`src/hw/ext_irq_pkg.sv`:
```
// constants, register map and types of the external pin interrupt unit
package ext_irq_pkg;
   // register offsets (byte addresses on the plain port)
   localparam logic [3:0] SENSE_OFS = 4'h0;
   localparam logic [3:0] LINE_EN_OFS = 4'h1;
   localparam logic [3:0] LINE_FLAG_OFS = 4'h2;
   localparam logic [3:0] GRP_EN_OFS = 4'h3;
   localparam logic [3:0] GRP_FLAG_OFS = 4'h4;
   localparam logic [3:0] MASK0_OFS = 4'h5;
   localparam logic [3:0] MASK1_OFS = 4'h6;
   localparam logic [3:0] MASK2_OFS = 4'h7;
   // field positions
   localparam int SENSE_ONE_LSB = 2;
   localparam int SENSE_ZERO_LSB = 0;
   // reset values and implemented-bit masks
   localparam logic [7:0] REG_RESET = 8'h00;
   localparam logic [7:0] SENSE_BITS = 8'h0F;
   localparam logic [7:0] LINE_BITS = 8'h03;
   localparam logic [7:0] GRP_BITS = 8'h07;
   localparam logic [7:0] MASK1_BITS = 8'h7F;
   localparam logic [7:0] MASK_FULL = 8'hFF;

   // sense modes
   typedef enum logic [1:0] {
      SENSE_LOW = 2'b00,
      SENSE_ANY = 2'b01,
      SENSE_FALL = 2'b10,
      SENSE_RISE = 2'b11
   } sense_mode_t;

   // register port request
   typedef struct packed {
      logic [3:0] addr;
      logic [7:0] wdata;
      logic wr;
      logic rd;
   } reg_req_t;

   // vector requests toward the core
   typedef struct packed {
      logic [2:0] group;
      logic line_one;
      logic line_zero;
   } irq_vec_t;
endpackage : ext_irq_pkg

```
`src/hw/external_pin_interrupt_unit.sv`:
```
// external pin interrupt unit: sense control, flags, masks, requests
//
// Design decisions made here: the placing of the registers and the plain strobed port.
`timescale 1ns/1ps
module external_pin_interrupt_unit (
   // clock and reset
   input wire logic core_clk_i,
   input wire logic rst_n_i,
   // register port
   input wire ext_irq_pkg::reg_req_t reg_req_i,
   output logic [7:0] reg_rdata_o,
   // pins
   input wire logic ext_line_zero_i,
   input wire logic ext_line_one_i,
   input wire logic [23:0] pin_change_inputs_i,
   // core side
   input wire logic global_enable_i,
   input wire ext_irq_pkg::irq_vec_t ack_i,
   output ext_irq_pkg::irq_vec_t irq_o
);
   import ext_irq_pkg::*;

   ////////////////////////////////////////////////////////////////////
   // registers
   logic [7:0] sense_ctl;
   logic [1:0] line_en;
   logic [1:0] line_flag;
   logic [2:0] grp_en;
   logic [2:0] grp_flag;
   logic [23:0] pin_mask;
   logic [1:0] line_prev;
   logic [23:0] pin_prev;
   logic prim_done;

   // register selects
   wire wr_sense = reg_req_i.wr && reg_req_i.addr == SENSE_OFS;
   wire wr_line_en = reg_req_i.wr && reg_req_i.addr == LINE_EN_OFS;
   wire wr_line_flag = reg_req_i.wr && reg_req_i.addr == LINE_FLAG_OFS;
   wire wr_grp_en = reg_req_i.wr && reg_req_i.addr == GRP_EN_OFS;
   wire wr_grp_flag = reg_req_i.wr && reg_req_i.addr == GRP_FLAG_OFS;
   wire wr_mask0 = reg_req_i.wr && reg_req_i.addr == MASK0_OFS;
   wire wr_mask1 = reg_req_i.wr && reg_req_i.addr == MASK1_OFS;
   wire wr_mask2 = reg_req_i.wr && reg_req_i.addr == MASK2_OFS;

   ////////////////////////////////////////////////////////////////////
   // sense decode shared by both lines
   function automatic logic edge_hit(input logic [1:0] mode,
                                     input logic prev, input logic now);
      logic hit;
      hit = 1'b0;
      unique case (sense_mode_t'(mode))
         SENSE_LOW: hit = 1'b0;
         SENSE_ANY: hit = prev ^ now;
         SENSE_FALL: hit = prev & ~now;
         SENSE_RISE: hit = ~prev & now;
      endcase
      return hit;
   endfunction : edge_hit

   wire [1:0] mode_one = sense_ctl[SENSE_ONE_LSB +: 2];
   wire [1:0] mode_zero = sense_ctl[SENSE_ZERO_LSB +: 2];
   wire [1:0] line_now = {ext_line_one_i, ext_line_zero_i};
   wire [1:0] line_is_level = {mode_one == SENSE_LOW, mode_zero == SENSE_LOW};
   // pins are seen as inputs whatever their direction, so software may
   // raise interrupts by driving them
   // edges come from the sampled previous value against the pin
   wire [1:0] line_edge = {
      edge_hit(mode_one, line_prev[1], line_now[1]),
      edge_hit(mode_zero, line_prev[0], line_now[0])};
   // level requests are combinational on the pin, then registered into irq_o on the clock
   // the source must hold the level long enough to be taken
   wire [1:0] line_level_req = line_is_level & ~line_now;

   ////////////////////////////////////////////////////////////////////
   // pin change detection, masked per pin
   wire [23:0] pin_hit = (pin_prev ^ pin_change_inputs_i) & pin_mask;
   // one change detector per group, each folding its masked pins, seven in group one and eight in the others
   logic [2:0] grp_hit;
   for (genvar g = 0; g < 3; g++) begin : g_group
      assign grp_hit[g] = |pin_hit[g * 8 +: 8];
   end

   ////////////////////////////////////////////////////////////////////
   // flag next values: a set wins over ack or write-one clear
   wire [1:0] line_clr = ({2{wr_line_flag}} & reg_req_i.wdata[1:0]) |
                         {ack_i.line_one, ack_i.line_zero};
   wire [2:0] grp_clr = ({3{wr_grp_flag}} & reg_req_i.wdata[2:0]) |
                        ack_i.group;
   wire [1:0] line_set = prim_done ? line_edge & ~line_is_level : 2'b00;
   wire [2:0] grp_set = prim_done ? grp_hit & grp_en : 3'b000;
   // level mode keeps the flag cleared
   wire [1:0] next_line_flag =
      ((line_flag & ~line_clr) | line_set) & ~line_is_level;
   wire [2:0] next_grp_flag = (grp_flag & ~grp_clr) | grp_set;

   ////////////////////////////////////////////////////////////////////
   // requests toward the core, gated by line/group and global enable
   // a flag left over from edge mode must not request once level is chosen
   wire [1:0] line_src = (line_flag & ~line_is_level) | line_level_req;
   wire [1:0] next_line_irq = line_src & line_en & {2{global_enable_i}};
   // a masked pin without its group enable raises nothing
   wire [2:0] next_grp_irq = grp_flag & grp_en & {3{global_enable_i}};

   ////////////////////////////////////////////////////////////////////
   // read mux, unused bits read zero
   logic [7:0] next_rdata;
   always_comb begin
      next_rdata = 8'h00;
      unique case (reg_req_i.addr)
         SENSE_OFS: next_rdata = sense_ctl & SENSE_BITS;
         LINE_EN_OFS: next_rdata = {6'h00, line_en};
         LINE_FLAG_OFS: next_rdata = {6'h00, line_flag & ~line_is_level};
         GRP_EN_OFS: next_rdata = {5'h00, grp_en};
         GRP_FLAG_OFS: next_rdata = {5'h00, grp_flag};
         MASK0_OFS: next_rdata = pin_mask[7:0];
         MASK1_OFS: next_rdata = pin_mask[15:8] & MASK1_BITS;
         MASK2_OFS: next_rdata = pin_mask[23:16];
         default: next_rdata = 8'h00;
      endcase
   end

   ////////////////////////////////////////////////////////////////////
   // control registers, all zero at reset
   always_ff @(posedge core_clk_i or negedge rst_n_i) begin
      if (!rst_n_i) begin
         sense_ctl <= REG_RESET;
         line_en <= 2'b00;
         grp_en <= 3'b000;
         pin_mask <= 24'h000000;
      end else begin
         if (wr_sense) sense_ctl <= reg_req_i.wdata & SENSE_BITS;
         if (wr_line_en) line_en <= reg_req_i.wdata[1:0];
         if (wr_grp_en) grp_en <= reg_req_i.wdata[2:0];
         if (wr_mask0) pin_mask[7:0] <= reg_req_i.wdata & MASK_FULL;
         if (wr_mask1) pin_mask[15:8] <= reg_req_i.wdata & MASK1_BITS;
         if (wr_mask2) pin_mask[23:16] <= reg_req_i.wdata;
      end
   end

   // samples and flags; prim_done blocks a false edge right after reset
   always_ff @(posedge core_clk_i or negedge rst_n_i) begin
      if (!rst_n_i) begin
         line_prev <= 2'b00;
         pin_prev <= 24'h000000;
         prim_done <= 1'b0;
         line_flag <= 2'b00;
         grp_flag <= 3'b000;
      end else begin
         line_prev <= line_now;
         pin_prev <= pin_change_inputs_i;
         prim_done <= 1'b1;
         line_flag <= next_line_flag;
         grp_flag <= next_grp_flag;
      end
   end

   // registered outputs, one request line per vector
   always_ff @(posedge core_clk_i or negedge rst_n_i) begin
      if (!rst_n_i) begin
         irq_o <= '0;
         reg_rdata_o <= 8'h00;
      end else begin
         irq_o <= {next_grp_irq, next_line_irq};
         reg_rdata_o <= reg_req_i.rd ? next_rdata : 8'h00;
      end
   end

   ////////////////////////////////////////////////////////////////////
   // assertions
   property p_level_req;
      @(posedge core_clk_i) disable iff (!rst_n_i)
      (line_is_level[0] && !ext_line_zero_i && line_en[0] && global_enable_i)
         |=> irq_o.line_zero;
   endproperty
   a_level_req: assert property (p_level_req)
      else $error("level request on line zero missing");

   property p_level_flag;
      @(posedge core_clk_i) disable iff (!rst_n_i)
      line_is_level[1] |=> !line_flag[1];
   endproperty
   a_level_flag: assert property (p_level_flag)
      else $error("line one flag set in level mode");

   property p_fall_sets;
      @(posedge core_clk_i) disable iff (!rst_n_i)
      (prim_done && mode_zero == SENSE_FALL && line_prev[0]
       && !ext_line_zero_i) |=> line_flag[0];
   endproperty
   a_fall_sets: assert property (p_fall_sets)
      else $error("falling edge did not set line zero flag");

   property p_rise_one;
      @(posedge core_clk_i) disable iff (!rst_n_i)
      (prim_done && mode_one == SENSE_RISE && !line_prev[1]
       && ext_line_one_i) |=> line_flag[1];
   endproperty
   a_rise_one: assert property (p_rise_one)
      else $error("rising edge did not set line one flag");

   property p_gate_global;
      @(posedge core_clk_i) disable iff (!rst_n_i)
      !global_enable_i |=> irq_o == '0;
   endproperty
   a_gate_global: assert property (p_gate_global)
      else $error("request without global enable");

   property p_grp_gate;
      @(posedge core_clk_i) disable iff (!rst_n_i)
      !grp_en[2] |=> !irq_o.group[2];
   endproperty
   a_grp_gate: assert property (p_grp_gate)
      else $error("group two request while disabled");

   property p_pin_sets;
      @(posedge core_clk_i) disable iff (!rst_n_i)
      (prim_done && grp_en[2] && |pin_hit[23:16]) |=> grp_flag[2];
   endproperty
   a_pin_sets: assert property (p_pin_sets)
      else $error("pin change did not set group two flag");

   property p_masked;
      @(posedge core_clk_i) disable iff (!rst_n_i)
      (pin_mask[7:0] == 8'h00 && !grp_flag[0]
       && !(wr_mask0)) |=> !grp_flag[0];
   endproperty
   a_masked: assert property (p_masked)
      else $error("masked pins set group zero flag");

   property p_ack_clear;
      @(posedge core_clk_i) disable iff (!rst_n_i)
      (ack_i.group[1] && !grp_set[1]) |=> !grp_flag[1];
   endproperty
   a_ack_clear: assert property (p_ack_clear)
      else $error("ack did not clear group one flag");

   property p_reserved;
      @(posedge core_clk_i) disable iff (!rst_n_i)
      (reg_req_i.rd && reg_req_i.addr == GRP_FLAG_OFS)
         |=> reg_rdata_o[7:3] == 5'h00;
   endproperty
   a_reserved: assert property (p_reserved)
      else $error("reserved bits read nonzero");

   property p_level_one;
      @(posedge core_clk_i) disable iff (!rst_n_i)
      (line_is_level[1] && !ext_line_one_i && line_en[1] && global_enable_i)
         |=> irq_o.line_one;
   endproperty
   a_level_one: assert property (p_level_one)
      else $error("level request on line one missing");

   property p_any_zero;
      @(posedge core_clk_i) disable iff (!rst_n_i)
      (prim_done && mode_zero == SENSE_ANY
       && line_prev[0] != ext_line_zero_i) |=> line_flag[0];
   endproperty
   a_any_zero: assert property (p_any_zero)
      else $error("change did not set line zero flag");

   property p_fall_one;
      @(posedge core_clk_i) disable iff (!rst_n_i)
      (prim_done && mode_one == SENSE_FALL && line_prev[1]
       && !ext_line_one_i) |=> line_flag[1];
   endproperty
   a_fall_one: assert property (p_fall_one)
      else $error("falling edge did not set line one flag");

   property p_low_zero_flag;
      @(posedge core_clk_i) disable iff (!rst_n_i)
      line_is_level[0] |=> !line_flag[0];
   endproperty
   a_low_zero_flag: assert property (p_low_zero_flag)
      else $error("line zero flag set in level mode");

   property p_en_zero;
      @(posedge core_clk_i) disable iff (!rst_n_i)
      !line_en[0] |=> !irq_o.line_zero;
   endproperty
   a_en_zero: assert property (p_en_zero)
      else $error("line zero request while disabled");

   property p_en_one;
      @(posedge core_clk_i) disable iff (!rst_n_i)
      !line_en[1] |=> !irq_o.line_one;
   endproperty
   a_en_one: assert property (p_en_one)
      else $error("line one request while disabled");

   property p_flag_one_req;
      @(posedge core_clk_i) disable iff (!rst_n_i)
      (line_flag[1] && !line_is_level[1] && line_en[1] && global_enable_i)
         |=> irq_o.line_one;
   endproperty
   a_flag_one_req: assert property (p_flag_one_req)
      else $error("line one flag did not request");

   property p_grp_req;
      @(posedge core_clk_i) disable iff (!rst_n_i)
      (grp_flag[0] && grp_en[0] && global_enable_i) |=> irq_o.group[0];
   endproperty
   a_grp_req: assert property (p_grp_req)
      else $error("group zero flag did not request");

   property p_w1c_line;
      @(posedge core_clk_i) disable iff (!rst_n_i)
      (wr_line_flag && reg_req_i.wdata[0] && !line_set[0])
         |=> !line_flag[0];
   endproperty
   a_w1c_line: assert property (p_w1c_line)
      else $error("write one did not clear line zero flag");

   property p_w1c_grp;
      @(posedge core_clk_i) disable iff (!rst_n_i)
      (wr_grp_flag && reg_req_i.wdata[2] && !grp_set[2])
         |=> !grp_flag[2];
   endproperty
   a_w1c_grp: assert property (p_w1c_grp)
      else $error("write one did not clear group two flag");

   property p_ack_own;
      @(posedge core_clk_i) disable iff (!rst_n_i)
      (ack_i.line_zero && !ack_i.line_one && !wr_line_flag && line_flag[1]
       && !line_is_level[1]) |=> line_flag[1];
   endproperty
   a_ack_own: assert property (p_ack_own)
      else $error("ack of line zero cleared line one flag");

   property p_grp_off;
      @(posedge core_clk_i) disable iff (!rst_n_i)
      (!grp_en[1] && !grp_flag[1]) |=> !grp_flag[1];
   endproperty
   a_grp_off: assert property (p_grp_off)
      else $error("disabled group one set its flag");

   property p_mask1_read;
      @(posedge core_clk_i) disable iff (!rst_n_i)
      (reg_req_i.rd && reg_req_i.addr == MASK1_OFS)
         |=> !reg_rdata_o[7];
   endproperty
   a_mask1_read: assert property (p_mask1_read)
      else $error("reserved group one mask bit read nonzero");

   property p_rdata_idle;
      @(posedge core_clk_i) disable iff (!rst_n_i)
      !reg_req_i.rd |=> reg_rdata_o == 8'h00;
   endproperty
   a_rdata_idle: assert property (p_rdata_idle)
      else $error("read data nonzero without a read");

   property p_sense_read;
      @(posedge core_clk_i) disable iff (!rst_n_i)
      (reg_req_i.rd && reg_req_i.addr == SENSE_OFS)
         |=> reg_rdata_o[7:4] == 4'h0;
   endproperty
   a_sense_read: assert property (p_sense_read)
      else $error("reserved sense bits read nonzero");

   property p_pin_grp_zero;
      @(posedge core_clk_i) disable iff (!rst_n_i)
      (prim_done && grp_en[0] && |pin_hit[7:0]) |=> grp_flag[0];
   endproperty
   a_pin_grp_zero: assert property (p_pin_grp_zero)
      else $error("pin change did not set group zero flag");

   property p_pin_grp_one;
      @(posedge core_clk_i) disable iff (!rst_n_i)
      (prim_done && grp_en[1] && |pin_hit[15:8]) |=> grp_flag[1];
   endproperty
   a_pin_grp_one: assert property (p_pin_grp_one)
      else $error("pin change did not set group one flag");

   c_level: cover property (@(posedge core_clk_i) irq_o.line_zero);
   c_edge: cover property (@(posedge core_clk_i) $rose(line_flag[1]));
   c_group: cover property (@(posedge core_clk_i) irq_o.group[2]);
   c_w1c: cover property (@(posedge core_clk_i)
      wr_grp_flag && grp_flag != 3'b000);
endmodule : external_pin_interrupt_unit

```
`config.mk`:
```
export PLATFORM = sky130hd
export DESIGN_NAME = external_pin_interrupt_unit
export DESIGN_NICKNAME = d
export VERILOG_FILES = /design/src/hw/ext_irq_pkg.sv /design/src/hw/external_pin_interrupt_unit.sv
export SDC_FILE = /design/constraint.sdc
export NUM_CORES = 1
export LEC_CHECK = 0
export BUFFER_PORTS_ARGS = -buffer_cell sky130_fd_sc_hd__buf_2
export CORE_ASPECT_RATIO = 1.75
export CORE_MARGIN = 10
export CORE_UTILIZATION = 55
export DETAILED_ROUTE_END_ITERATION = 10
export PLACE_DENSITY = 0.79
export SYNTH_ARGS = -nofsm -noshare
export SYNTH_HDL_FRONTEND = slang
export SYNTH_SLANG_ARGS = --single-unit
```
`constraint.sdc`:
```
create_clock -name core_clk_i -period 1.64 [get_ports core_clk_i]
set_input_delay 0.082 -clock core_clk_i [delete_from_list [all_inputs] [get_ports core_clk_i]]
set_output_delay 0.082 -clock core_clk_i [all_outputs]
set_load 0.01 [all_outputs]
```
==> impl_metrics.tcl <==
set metrics [dict create \
    drtAntennaViolNets 0 \
    rsz0062_at_grt "false" \
    initial_core_util_pct 56.8 \
    synth_area_mm2 0.00334 \
    holdWs_ps 33.6 \
    dpl_cell_area_mm2 0.00374 \
    rr_endpoint "grp_flag[1]$_DFF_PN0_" \
    die_area_mm2 0.00971 \
    grt.total_usage_pct 17.2 \
    clock_path_buffers 2 \
    yosys.area.top_type "dfrtp_1" \
    ff2ff_path_depth 4 \
    synth_area_per_cell_um2 12.9 \
    rows 37 \
    synthTopCellsByArea "dfrtp_1 (57%), mux2_2 (12%), xor2_1 (6.0%)" \
    area_growth_syn_to_layout_pct 26.3 \
    netlist_instances 259 \
    drive_gt1_share_pct 33.3 \
    r2r_setup_slack_ps 210 \
    total_leakage_power_uw 0.00201 \
    pin_count 61 \
    synth_ff_type "dfrtp_1" \
    coreArea_mm2 0.00588 \
    dr_total_vias 2362 \
    clockRootBuffer "clkbuf_8" \
    antenna_found_initial 0 \
    ys_types 37 \
    layout_common_cells "dfrtp_1 (76), buf_2 (59), mux2_2 (36)" \
    finalWirelength_um 7930 \
    period_share_pct 89.3 \
    cts_resized 0 \
    hold_start "reg_req_i[8]" \
    fin_ws_ps 175 \
    synth-seq-cells 76 \
    dr.first_iter.drc_count 232 \
    required_ps 1880 \
    yosysTopAreaCellShare_pct 56.9 \
    critPathLaunchType "input pin" \
    startpoint "pin_change_inputs_i[10]" \
    overflow 0 \
    slew_violations 0 \
    place_congestion 0.878 \
    fin_crit_ps 1460 \
    io_buffers 59 \
    finalHoldViolations 0 \
    final_common_cell "dfrtp_1" \
    critPathCaptureType "register" \
    routedWlPerCell_um 18.1 \
    clk_latency_ps 350 \
    post-dp-hpwl_um 5810 \
    fmaxAchievable_mhz 683 \
    ir_worst_vdd_v 0.000724 \
    grt_pass1_vias 2601 \
    clock_sinks 76 \
    critPathKind "input pin to register" \
    timing.rr.start "pin_prev[10]$_DFF_PN0_" \
    arrival_ps 1710 \
    dp_slack_ps 228 \
    design_area_mm2 0.00422 \
    critPathMaxFanout 2 \
    cap_violations 0 \
    cts_tree "built" \
    powerDensity_mw_per_mm2 1070 \
    grt_pass1_wl_um 12800 \
    setup_viol 0 \
    diodes 0 \
    min_path_cells 2 \
    vias_per_cell 5.39 \
    syn_nets 311 \
    setup_tns_ps 0 \
    drt_first_pass_iters 5 \
    path_clk_slew_ps 70 \
    yosysWarnings 0 \
    htreeDepth 3 \
    synthArstFlopShare_pct 100 \
    chipHeight_um 123 \
    post-route-drc-count 0 \
    p_total_uw 4520 \
    synth-seq-area-share_pct 56.9 \
    hp-class "input pin to register" \
    min_to "pin_mask[14]$_DFFE_PN0P_" \
    skew_ps 7.10 \
    synth_edf_count 0 \
    cts_buffers 9 \
    die_w_um 78.9 \
    grt_max_degree 61 \
    status "complete, no violations" \
    final_nets 408 \
]
## state kept, by name, indices dropped and copies added (netlist names), 3 cells and up
register     flops
grp_flag         3
sense_ctl        4
pin_prev        23
reg_rdata_o      8
pin_mask        23
grp_en           3
irq_o            5
## Yosys cell counts (3+ instances only)
cell       n
dfrtp_1   76
a21oi_1   11
mux2_2    36
mux2i_1   10
buf_2      4
a31o_2     3
inv_1      6
and3_1     5
nand3b_1   3
nand2_1    9
nand2b_1   6
nor2_1    11
xor2_1    23
nand3_1    5
o21ai_0    6
ha_1       4
a22oi_1   13
## worst max path at each step
| stage | end | slack, ps | depth (start not counted) |
|---|---|---|---|
| after floorplan | grp_flag[1]$_DFF_PN0_ | 390 | 4 |
| after global placement | grp_flag[1]$_DFF_PN0_ | 250 | 6 |
| after detailed placement | grp_flag[2]$_DFF_PN0_ | 230 | 6 |
| after CTS | grp_flag[1]$_DFF_PN0_ | 170 | 6 |
| after global routing | grp_flag[1]$_DFF_PN0_ | 130 | 6 |
| final | grp_flag[1]$_DFF_PN0_ | 180 | 6 |
## through the flow
stage | instances | utilization (%)
CTS | 438 | 71.8
floorplan | 259 | -
finish | 438 | 71.8
global route | 438 | 71.8
global placement | 394 | 63.7
detailed placement | 394 | 63.7
## metal layers
layer / global-route usage [%] / share of wire, % / vias to the layer above
met3: 4.80 / 4.8 / 17
met1: 17.5 / 37 / 1166
met5: 0 / 0 / -
met4: 9.12 / 2.5 / 0
li1: - / - / 1113
met2: 31.0 / 55 / 66
## repair_timing
action                                 in CTS  in global routing
buffers inserted                            0                  0
hold buffers                               29                  0
endpoints found under the hold margin      49                  0
## report_power, final
| part | internal [uW] | switching (uW) |
|---|---|---|
| Sequential | 2140 | 243 |
| Combinational | 448 | 345 |
| Clock | 735 | 613 |
## worst max-delay path, cell delays in order
cell	delay, ps
dlygate4sd3_1	530
buf_2	130
xor2_1	150
a222oi_1	400
nand3_1	160
a31o_2	260
## cells by family after synthesis
kind of cell	share of synthesized area (%)
multiplexers	15.1
other	0.112
adder cells (fa/ha/maj)	1.50
buffers and inverters	1.83
AND/OR/NAND/NOR	9.85
XOR/XNOR	6.03
flip-flops	56.9
AO/OA/AOI/OAI	8.61
## cell type report
| type | instances | area [um^2] |
|---|---|---|
| Sequential cell | 76 | 1900 |
| Tap cell | 78 | 97.6 |
| Clock buffer | 13 | 149 |
| Inverter | 6 | 22.5 |
| Clock inverter | 2 | 35.0 |
| Multi-Input combinational cell | 170 | 1380 |
| Fill cell | 440 | 1660 |
| Timing Repair Buffer | 93 | 636 |
Power figures use the tool's default switching activity.
